`src/tx_enc_regs.vh`:
```
// constants for the rmii transmit 4b/5b encoder
`ifndef TX_ENC_REGS_VH
`define TX_ENC_REGS_VH

// ----------------------------------------------------------------
// control code-groups
// ----------------------------------------------------------------
`define CG_IDLE      5'h1F
`define CG_SSD_J     5'h18
`define CG_SSD_K     5'h11
`define CG_ESD_T     5'h0D
`define CG_ESD_R     5'h07
`define CG_TX_ERR    5'h04

// ----------------------------------------------------------------
// data code-groups, nibble 0 to f
// ----------------------------------------------------------------
`define CG_D0        5'h1E
`define CG_D1        5'h09
`define CG_D2        5'h14
`define CG_D3        5'h15
`define CG_D4        5'h0A
`define CG_D5        5'h0B
`define CG_D6        5'h0E
`define CG_D7        5'h0F
`define CG_D8        5'h12
`define CG_D9        5'h13
`define CG_DA        5'h16
`define CG_DB        5'h17
`define CG_DC        5'h1A
`define CG_DD        5'h1B
`define CG_DE        5'h1C
`define CG_DF        5'h1D

// ----------------------------------------------------------------
// reset values
// ----------------------------------------------------------------
`define RST_CODE     5'h1F

`endif
```
`src/nibble_to_code.v`:
```
// registered 4b/5b data table lookup
`timescale 1ns/1ps
`include "tx_enc_regs.vh"

module nibble_to_code (
    input  wire       clk_i,
    input  wire       nrst_i,
    input  wire [3:0] nibble_i,
    output reg  [4:0] code_o
);

// ----------------------------------------------------------------
// table
// ----------------------------------------------------------------
reg [4:0] code_d;

always @* begin
    case (nibble_i)
        4'h0: code_d = `CG_D0;
        4'h1: code_d = `CG_D1;
        4'h2: code_d = `CG_D2;
        4'h3: code_d = `CG_D3;
        4'h4: code_d = `CG_D4;
        4'h5: code_d = `CG_D5;
        4'h6: code_d = `CG_D6;
        4'h7: code_d = `CG_D7;
        4'h8: code_d = `CG_D8;
        4'h9: code_d = `CG_D9;
        4'hA: code_d = `CG_DA;
        4'hB: code_d = `CG_DB;
        4'hC: code_d = `CG_DC;
        4'hD: code_d = `CG_DD;
        4'hE: code_d = `CG_DE;
        default: code_d = `CG_DF;
    endcase
end

always @(posedge clk_i or negedge nrst_i) begin
    if (!nrst_i) begin
        code_o <= `RST_CODE;
    end else begin
        code_o <= code_d;
    end
end

endmodule // nibble_to_code

```
`src/rmii_tx_4b5b_encoder.v`:
```
// rmii transmit front end: bit pairs to nibbles to 5-bit code-groups
//
// Function
// - txd and tx enable captured on each rising reference clock edge
// - two bits cross per 50 mhz reference clock cycle
// - bit pairs gathered into nibbles, each encoded to one 5-bit code-group
// - sixteen code-groups carry data, the other sixteen never do
// - idle and transmit error symbols distinct from all data codes
// - data nibbles use the fixed table, 0 to 11110 through f to 11101
// - tx enable rise sends j 11000 then k 10001 replacing first data
// - tx enable fall sends t 01101 then r 00111 after last data
// - transmit error rise on a data nibble after j and k sends code-group 00100
`timescale 1ns/1ps
`include "tx_enc_regs.vh"

module rmii_tx_4b5b_encoder (
    input  wire       clk_i,
    input  wire       nrst_i,
    input  wire       ref_clk_i,
    input  wire [1:0] txd_i,
    input  wire       tx_en_i,
    input  wire       tx_err_i,
    output reg  [4:0] code_o,
    output reg        code_valid_o
);

// ----------------------------------------------------------------
// pin synchronisers, three stages each
// ----------------------------------------------------------------
// ref clock is sampled, not used as a clock; all pins share one
// pipeline so data and enable stay aligned to the sampled edge
reg [2:0] clk_s_q;
reg [1:0] d0_s_q, d1_s_q, d2_s_q;
reg [2:0] en_s_q;
reg [2:0] er_s_q;

always @(posedge clk_i or negedge nrst_i) begin
    if (!nrst_i) begin
        clk_s_q <= 3'h0;
        d0_s_q  <= 2'h0;
        d1_s_q  <= 2'h0;
        d2_s_q  <= 2'h0;
        en_s_q  <= 3'h0;
        er_s_q  <= 3'h0;
    end else begin
        clk_s_q <= {clk_s_q[1:0], ref_clk_i};
        d0_s_q  <= txd_i;
        d1_s_q  <= d0_s_q;
        d2_s_q  <= d1_s_q;
        en_s_q  <= {en_s_q[1:0], tx_en_i};
        er_s_q  <= {er_s_q[1:0], tx_err_i};
    end
end

// filtered ref clock level: changes once stages two and three agree
reg clk_f_q;
always @(posedge clk_i or negedge nrst_i) begin
    if (!nrst_i) begin
        clk_f_q <= 1'b0;
    end else if (clk_s_q[1] == clk_s_q[2]) begin
        clk_f_q <= clk_s_q[2];
    end
end

// one rising edge per ref clock cycle; limitation: this works only for
// a slow bench ref clock, a real 50 mhz one needs a faster core clock
wire ref_rise = (clk_s_q[1] == clk_s_q[2]) & clk_s_q[2] & ~clk_f_q;

// ----------------------------------------------------------------
// sampling on ref clock rise
// ----------------------------------------------------------------
reg       en_q, en_prev_q, er_q;
reg [1:0] txd_q;
reg       smp_q;

always @(posedge clk_i or negedge nrst_i) begin
    if (!nrst_i) begin
        en_q  <= 1'b0;
        er_q  <= 1'b0;
        txd_q <= 2'h0;
        smp_q <= 1'b0;
    end else begin
        smp_q <= ref_rise;
        if (ref_rise) begin
            en_q  <= en_s_q[2];
            er_q  <= er_s_q[2];
            txd_q <= d2_s_q;
        end
    end
end

// ----------------------------------------------------------------
// nibble assembly, low pair first
// ----------------------------------------------------------------
reg [1:0] lo_q;
reg       half_q;
reg [3:0] nib_q;
reg       nib_v_q;
reg       nib_er_q;

always @(posedge clk_i or negedge nrst_i) begin
    if (!nrst_i) begin
        lo_q     <= 2'h0;
        half_q   <= 1'b0;
        nib_q    <= 4'h0;
        nib_v_q  <= 1'b0;
        nib_er_q <= 1'b0;
        en_prev_q <= 1'b0;
    end else begin
        nib_v_q <= 1'b0;
        if (smp_q) begin
            if (!en_q) begin
                half_q <= 1'b0;
            end else if (!half_q) begin
                lo_q   <= txd_q;
                half_q <= 1'b1;
            end else begin
                nib_q    <= {txd_q, lo_q};
                nib_er_q <= er_q;
                half_q   <= 1'b0;
                nib_v_q  <= 1'b1;
            end
            // an odd trailing pair is dropped at the fall of tx enable
            if (en_prev_q & ~en_q) begin
                nib_v_q <= 1'b1;
                nib_er_q <= 1'b0;
            end
            en_prev_q <= en_q;
        end
    end
end

// end marker travels with a pseudo nibble slot
reg end_q;
always @(posedge clk_i or negedge nrst_i) begin
    if (!nrst_i) begin
        end_q <= 1'b0;
    end else if (smp_q) begin
        end_q <= en_prev_q & ~en_q;
    end else begin
        end_q <= 1'b0;
    end
end

// ----------------------------------------------------------------
// data table, one cycle latency
// ----------------------------------------------------------------
wire [4:0] data_code;

nibble_to_code u_tab (
    .clk_i    (clk_i),
    .nrst_i   (nrst_i),
    .nibble_i (nib_q),
    .code_o   (data_code)
);

reg slot_q, slot_end_q, slot_er_q;
always @(posedge clk_i or negedge nrst_i) begin
    if (!nrst_i) begin
        slot_q     <= 1'b0;
        slot_end_q <= 1'b0;
        slot_er_q  <= 1'b0;
    end else begin
        slot_q     <= nib_v_q;
        slot_end_q <= end_q;
        slot_er_q  <= nib_er_q;
    end
end

// ----------------------------------------------------------------
// stream state machine
// ----------------------------------------------------------------
localparam ST_IDLE = 3'd0;
localparam ST_K    = 3'd2;
localparam ST_DATA = 3'd3;
localparam ST_T    = 3'd4;
localparam ST_R    = 3'd5;

reg [2:0] st_q, st_d;
reg [4:0] code_d;
reg       er_prev_q;

always @* begin
    st_d   = st_q;
    code_d = code_o;
    if (slot_q) begin
        case (st_q)
            ST_IDLE: begin
                // a lone pair makes no nibble, so no frame to open
                if (!slot_end_q) begin
                    code_d = `CG_SSD_J;
                    st_d   = ST_K;
                end
            end
            ST_K: begin
                code_d = `CG_SSD_K;
                // one-nibble frame still closes, else next frame loses j
                st_d   = slot_end_q ? ST_T : ST_DATA;
            end
            ST_DATA: begin
                if (slot_end_q) begin
                    code_d = `CG_ESD_T;
                    st_d   = ST_R;
                end else if (slot_er_q & ~er_prev_q) begin
                    code_d = `CG_TX_ERR;
                end else begin
                    code_d = data_code;
                end
            end
            default: begin
                code_d = `CG_IDLE;
                st_d   = ST_IDLE;
            end
        endcase
    end else if (st_q == ST_T) begin
        code_d = `CG_ESD_T;
        st_d   = ST_R;
    end else if (st_q == ST_R) begin
        code_d = `CG_ESD_R;
        st_d   = ST_IDLE;
    end else if (st_q == ST_IDLE) begin
        code_d = `CG_IDLE;
    end
end

always @(posedge clk_i or negedge nrst_i) begin
    if (!nrst_i) begin
        st_q         <= ST_IDLE;
        code_o       <= `RST_CODE;
        code_valid_o <= 1'b0;
        er_prev_q    <= 1'b0;
    end else begin
        st_q         <= st_d;
        code_o       <= code_d;
        code_valid_o <= (slot_q & ~(slot_end_q & (st_q == ST_IDLE)))
                        | (st_q == ST_T) | (st_q == ST_R);
        if (slot_q) begin
            er_prev_q <= slot_er_q;
        end
    end
end

endmodule // rmii_tx_4b5b_encoder

```
`config.mk`:
```
export PLATFORM = sky130hd
export DESIGN_NAME = rmii_tx_4b5b_encoder
export DESIGN_NICKNAME = d
export VERILOG_FILES = /design/src/nibble_to_code.v /design/src/rmii_tx_4b5b_encoder.v
export VERILOG_INCLUDE_DIRS = /design/src
export SDC_FILE = /design/constraint.sdc
export NUM_CORES = 1
export LEC_CHECK = 0
export ABC_AREA = 1
export BUFFER_PORTS_ARGS = -buffer_cell sky130_fd_sc_hd__buf_4
export CORE_ASPECT_RATIO = 1.25
export CORE_MARGIN = 10
export CORE_UTILIZATION = 45
export CTS_BUF_LIST = sky130_fd_sc_hd__clkbuf_8
export CTS_CLUSTER_SIZE = 12
export DETAILED_ROUTE_END_ITERATION = 12
export GPL_TIMING_DRIVEN = 0
export SYNTH_ARGS = -nofsm -noshare
export SYNTH_HDL_FRONTEND = slang
export SYNTH_SLANG_ARGS = --single-unit
```
`constraint.sdc`:
```
create_clock -name clk_i -period 1.1 [get_ports clk_i]
set_input_delay 0.165 -clock clk_i [delete_from_list [all_inputs] [get_ports clk_i]]
set_output_delay 0.165 -clock clk_i [all_outputs]
set_load 0.005 [all_outputs]
```
# Word-level counts from Yosys, hierarchy flattened
# Memories as Yosys holds them, arrays and structs flattened. A register that Yosys moved wholly into a read port is not among the register bits.
# Cells that the tools add are included.
[totals] romBits=80 n_memories=1 regBits=45 elab_cells=82
[memory_table] memory="(name not given)" words=16 width=5 read_ports=1 rd_clocked_by_memory_dff=1 wr=0 line="nibble_to_code.v:18" source="case (nibble_i)"
[op_classes] mux=25 n_bitwise=13 eq_ne=7 reduce_logical=11
[ops] op="two-way mux 5 bit" count=7
[ops] op="two-way mux 3 bit" count=6
[ops] op="case mux 5 bit (3 select lines)" count=1
[ops] op="AND reduction 3 bit" count=4
[ops] op="two-way mux 1 bit" count=10
[ops] op="case mux 3 bit (3 select lines)" count=1
[ops] op="bitwise AND 1 bit" count=6
[ops] op="equality test 3 x 2 -> 1 bit (second input constant)" count=2
[ops] op="equality test 3 bit (second input constant)" count=2
[ops] op="!= test 3 bit (second input constant)" count=2
[ops] op="inverter 1 bit" count=5
[ops] op="nonzero test 2 bit" count=2
[ops] op="nonzero test 4 bit" count=1
[ops] op="zero test 3 bit" count=1
[ops] op="nonzero test 3 bit" count=1
[ops] op="bitwise OR 1 bit" count=2
[ops] op="AND reduction 2 bit" count=1
[ops] op="equality test 1 bit" count=1
[ops] op="zero test 1 bit" count=1

# Depth between registers and ports, before layout
[depth] depth_word=6 mapped_depth=9

# Hierarchy
# From an unflattened synthesis, not the netlist that was laid out.
[unflattened] hier_cells=192 hier_area_um2=1920.6
[by_module_without_submodules] mod="rmii_tx_4b5b_encoder" instances=1 cells_each=173 area_per_inst_um2=1722.9
[by_module_without_submodules] mod="nibble_to_code" instances=1 cells_each=19 area_per_inst_um2=197.7

# Least setup slack after synthesis
# No wires, ideal clock.
[synth_path] path_type="reg-to-reg" start="register clk_s_q[1]" end="register en_q" t_required_ns=0.975 setup_time_ns=0.125 stages_incl_launch_ff=5 path_slack_ns=-0.045 arrival_ns=1.021 synth_period_minus_slack_ns=1.145 cell_sequence="dfrtp_1 ha_1 inv_1 nor2_2 mux2_2"
[synth_via] elab_chain_len=3
[synth_rtl] item="from (decl)" line="rmii_tx_4b5b_encoder.v:32" source="reg [2:0] clk_s_q;"
[synth_rtl] item="from (signal assigned)" line="rmii_tx_4b5b_encoder.v:46" source="clk_s_q <= {clk_s_q[1:0], ref_clk_i};"
[synth_rtl] item="equality test 1 bit" line="rmii_tx_4b5b_encoder.v:67" source="wire ref_rise = (clk_s_q[1] == clk_s_q[2]) & clk_s_q[2] & ~clk_f_q;"
[synth_rtl] item="bitwise AND 1 bit (2 in a row)" line="rmii_tx_4b5b_encoder.v:67"
[synth_rtl] item="named net ref_rise" line="rmii_tx_4b5b_encoder.v:67"
[synth_rtl] item="to (signal assigned)" line="rmii_tx_4b5b_encoder.v:85" source="en_q <= en_s_q[2];"
[synth_rtl] item="to (decl)" line="rmii_tx_4b5b_encoder.v:72" source="reg en_q, en_prev_q, er_q;"
# The timed path passes the listed nets, and every way through them passes these cells.
# A chain may end at the register's enable or synchronous reset.

# Final worst setup path
[layout_path] start="register st_q[0]" end="register code_o[3]"
[layout_via] elab_chain_len=4 word_cells_on_any_way=12 cone_classes="eq/ne (5); mux (4); reduce/logical (3)"
[layout_rtl] item="from (decl)" line="rmii_tx_4b5b_encoder.v:179" source="reg [2:0] st_q, st_d;"
[layout_rtl] item="from (signal assigned)" line="rmii_tx_4b5b_encoder.v:233" source="st_q <= st_d;"
[layout_rtl] item="equality test 3 bit" line="rmii_tx_4b5b_encoder.v:218" source="end else if (st_q == ST_R) begin"
[layout_rtl] item="two-way mux 5 bit" line="rmii_tx_4b5b_encoder.v:218"
[layout_rtl] item="two-way mux 5 bit" line="rmii_tx_4b5b_encoder.v:215" source="end else if (st_q == ST_T) begin"
[layout_rtl] item="two-way mux 5 bit" line="rmii_tx_4b5b_encoder.v:186" source="if (slot_q) begin"
[layout_rtl] item="to (signal assigned)" line="rmii_tx_4b5b_encoder.v:229" source="code_o <= `RST_CODE;"
[layout_rtl] item="to (signal assigned)" line="rmii_tx_4b5b_encoder.v:234" source="code_o <= code_d;"
[layout_rtl] item="to (decl)" line="rmii_tx_4b5b_encoder.v:23" source="output reg [4:0] code_o,"
# Parallel ways exist; a longest one is shown, timed or not.

==> metrics.md <==
| Metric | Value |
|---|---|
| Pwr Density | 1830 nW/um^2 |
| Initial core utilization | 46.4% |
| Core Box Area | 4100 um^2 |
| Xor/xnor share of the synthesized area | 0% |
| Critical path arrival | 1.44 ns |
| Vias in the first global route | 1380 |
| Routed length per instance | 12.4 um |
| Cell area after layout | 2460 um^2 |
| Failing checks | setup timing |
| First-pass GRT wire length | 6.02 mm |
| Post-DP Area | 2070 um^2 |
| Skew final | 0.00697 ns |
| RD Place Congestion | 0.850 |
| Setup WS post-layout | -0.0957 ns |
| Final WL | 3.50 mm |
| Final hold viol count | 0 |
| Latest clock arrival within the worst-skew pair | 0.29 ns |
| Root Buffer | clkbuf_8 |
| Die X | 78.1 um |
| DRC viols | 0 |
| Outcome | finished with violations |
| TNS Setup | -0.689 ns |
| Fin crit period | 1.20 ns |
| Syn Nets | 190 |
| Crit. Startpoint | st_q[0]$_DFFE_PN0P_ |
| CTS H-tree lvls | 2 |
| Layout area overhead | 29.5% |
| Vias per cell | 4.80 |
| CTS tree | yes |
| Synth cell count leaders | nand2_1, dfrtp_1, inv_1 |
| RSZ-0062 raised after global routing | yes |
| Placed Cells | 250 |
| Share of layout cells above drive strength 1 | 36.7% |
| Synthesized flop and latch total | 50 |
| Post-synth EDFFs | 0 |
| Hold wc startpoint | clk_s_q[0]$_DFF_PN0_ |
| Top cell type's share of synthesized area | 52.7% |
| Max Fclk | 836 MHz |
| Mapped cell area | 1900 um^2 |
| Remaining Overflow, GRT | 0 |
| Most used DFF post-synth | dfrtp_1 |
| Clock transition at path regs | 0.08 ns |
| Critical Path Fanout Max | 6 |
| Slew Viols, Final | 0 |
| Total power | 4.50 mW |
| Clk sinks | 50 |
| DR vias | 1354 |
| Max-cap viol count | 0 |
| Std cell rows | 26 |
| Post-synth cell types | 23 |
| Synth Area in Compound Gates | 7.70% |
| Tightest Pin Transition | 0.600 ns |
| Fin cells | 282 |
| Initial antenna violation count | 0 |
| Worst EP required | 1.34 ns |
| Post-synthesis mux area share | 1.18% |
| Cell with the most instances after synthesis | nand2_1 |
| Buffers on Ports | 12 |
| Ant diodes | 0 |
| Max_slew headroom | 60.0% |
| Area contributors post-synth | dfrtp_1, dfstp_2, nand2_1 |
| Synth Warn # | 0 |
| Crit Path Class | flop to flop |
| Clock Tree Buf Depth | 2 |
| Setup violators final | 11 |
| Nature of the critical path startpoint | flop |
| Nets | 233 |
| Synth Area in Simple Gates | 19.2% |
| Post-synthesis sequential area ratio | 66.5% |
| DR pass1 iterations | 4 |
| VDD IR max | 1210 uV |
| Largest net degree at the start of global routing | 51 |
| Cell taking the most area after synthesis | dfrtp_1 |
| 1st-iter DRT viols | 40 |
| Post-route ant nets | 0 |
| Area share of fa/ha/maj cells after synthesis | 0.658% |
| Mean Syn Cell Area | 10.4 um^2 |
| Leakage power | 1.19 nW |
| Die H | 92.7 um |
| DP Wirelength | 2.16 mm |
| Total track usage | 10.2% |
| Fin crit share | 109% |
| Post-Synthesis Cells | 182 |
| CP Capture Type | flop |
| HP Class | flop to flop |
| Die area | 7240 um^2 |
| IO Count | 13 |
| Largest family of logic cells by synthesized area | simple AND/OR/NAND/NOR gates |
| Post-synth ARST share | 100% |
| TritonCTS buffer count | 5 |
| R2r startpoint | st_q[0]$_DFFE_PN0P_ |
[flip-flops by register name (all words and copies together) (netlist names), 2 cells and up]
register,count
code_o,5
u_tab.code_o,5
nib_q,4
clk_s_q,3
en_s_q,3
er_s_q,3
st_q,3
d0_s_q,2
d1_s_q,2
d2_s_q,2
lo_q,2
txd_q,2
[through the flow]
step | hold WS (ns) | util (%) | setup slack [ns]
after floorplan | -0.131 | - | 0.00320
after global placement | 0.204 | 50.4 | -0.0851
after detailed placement | 0.212 | 50.4 | -0.124
after CTS | 0.355 | 57.9 | -0.0669
after global routing | 0.363 | 60.0 | -0.174
final | 0.348 | 60.0 | -0.0957
[placed cells by master, fill, tap and decap left out, drive strengths merged]
master,instances
dfstp,10
a21oi,7
nor3,1
buf,32
or2,1
o21ai,21
clkbuf,5
inv,22
nand3b,1
ha,1
nand2,48
nor2,12
dlygate4sd3,6
o22ai,1
mux2,2
clkinv,2
nand3,14
dfrtp,40
[final timing paths]
kind	to	slack, ns	depth (start not counted)
max	code_o[3]$_DFFE_PN1P_	-0.1	6
min	clk_s_q[1]$_DFF_PN0_	0.35	0
max reg2reg	code_o[3]$_DFFE_PN1P_	-0.1	6
min reg2reg	clk_s_q[1]$_DFF_PN0_	0.35	0
max in group asynchronous	st_q[0]$_DFFE_PN0P_	0.25	2
min in group asynchronous	er_prev_q$_DFFE_PN0P_	0.42	2
[cell type report]
class	count	area, um^2
plain buffers	1	7.51
flip-flops and latches	50	1270
repair buffers	37	327
multi-input cells	109	629
well taps	56	70.1
fillers	351	1640
clock buffers	5	68.8
clock inverters	3	13.8
inverters	21	78.8
[what timing repair did]
item / CTS / global route
resized for setup: 22 / 16
endpoints found under the hold margin: 45 / 0
pin swaps: 9 / 4
buffers inserted: 15 / 4
hold buffers: 6 / 0
endpoints found under the setup margin: 16 / 21
[worst max-delay path, stage by stage (launching register included)]
cell and delay (ns):
dfrtp_2 0.46, nor2_4 0.15, buf_4 0.13, nand3_4 0.11, nand2_2 0.13, nand3_1 0.09, nand2_1 0.07
[layer usage]
layer / global-route usage (%) / up-vias / share of wire [%]
met5: 0 / - / 0
met4: 4.19 / 0 / 2.1
met3: 3.29 / 8 / 3.7
met2: 19.4 / 23 / 55
met1: 9.88 / 662 / 39
li1: - / 661 / -
[logic make-up (layout without fill, tap and decap cells)]
kind of cell             after synthesis  in the layout
buffers and inverters                 23             67
AND/OR/NAND/NOR                       77             77
adder cells (fa/ha/maj)                1              1
flip-flops                            50             50
AO/OA/AOI/OAI                         29             29
multiplexers                           2              2
[report_power, final]
group | internal [mW] | switching [mW]
registers | 2.32 | 0.191
clock network | 0.432 | 0.543
logic | 0.489 | 0.532
Note: power is estimated with default switching activity, not from simulation.
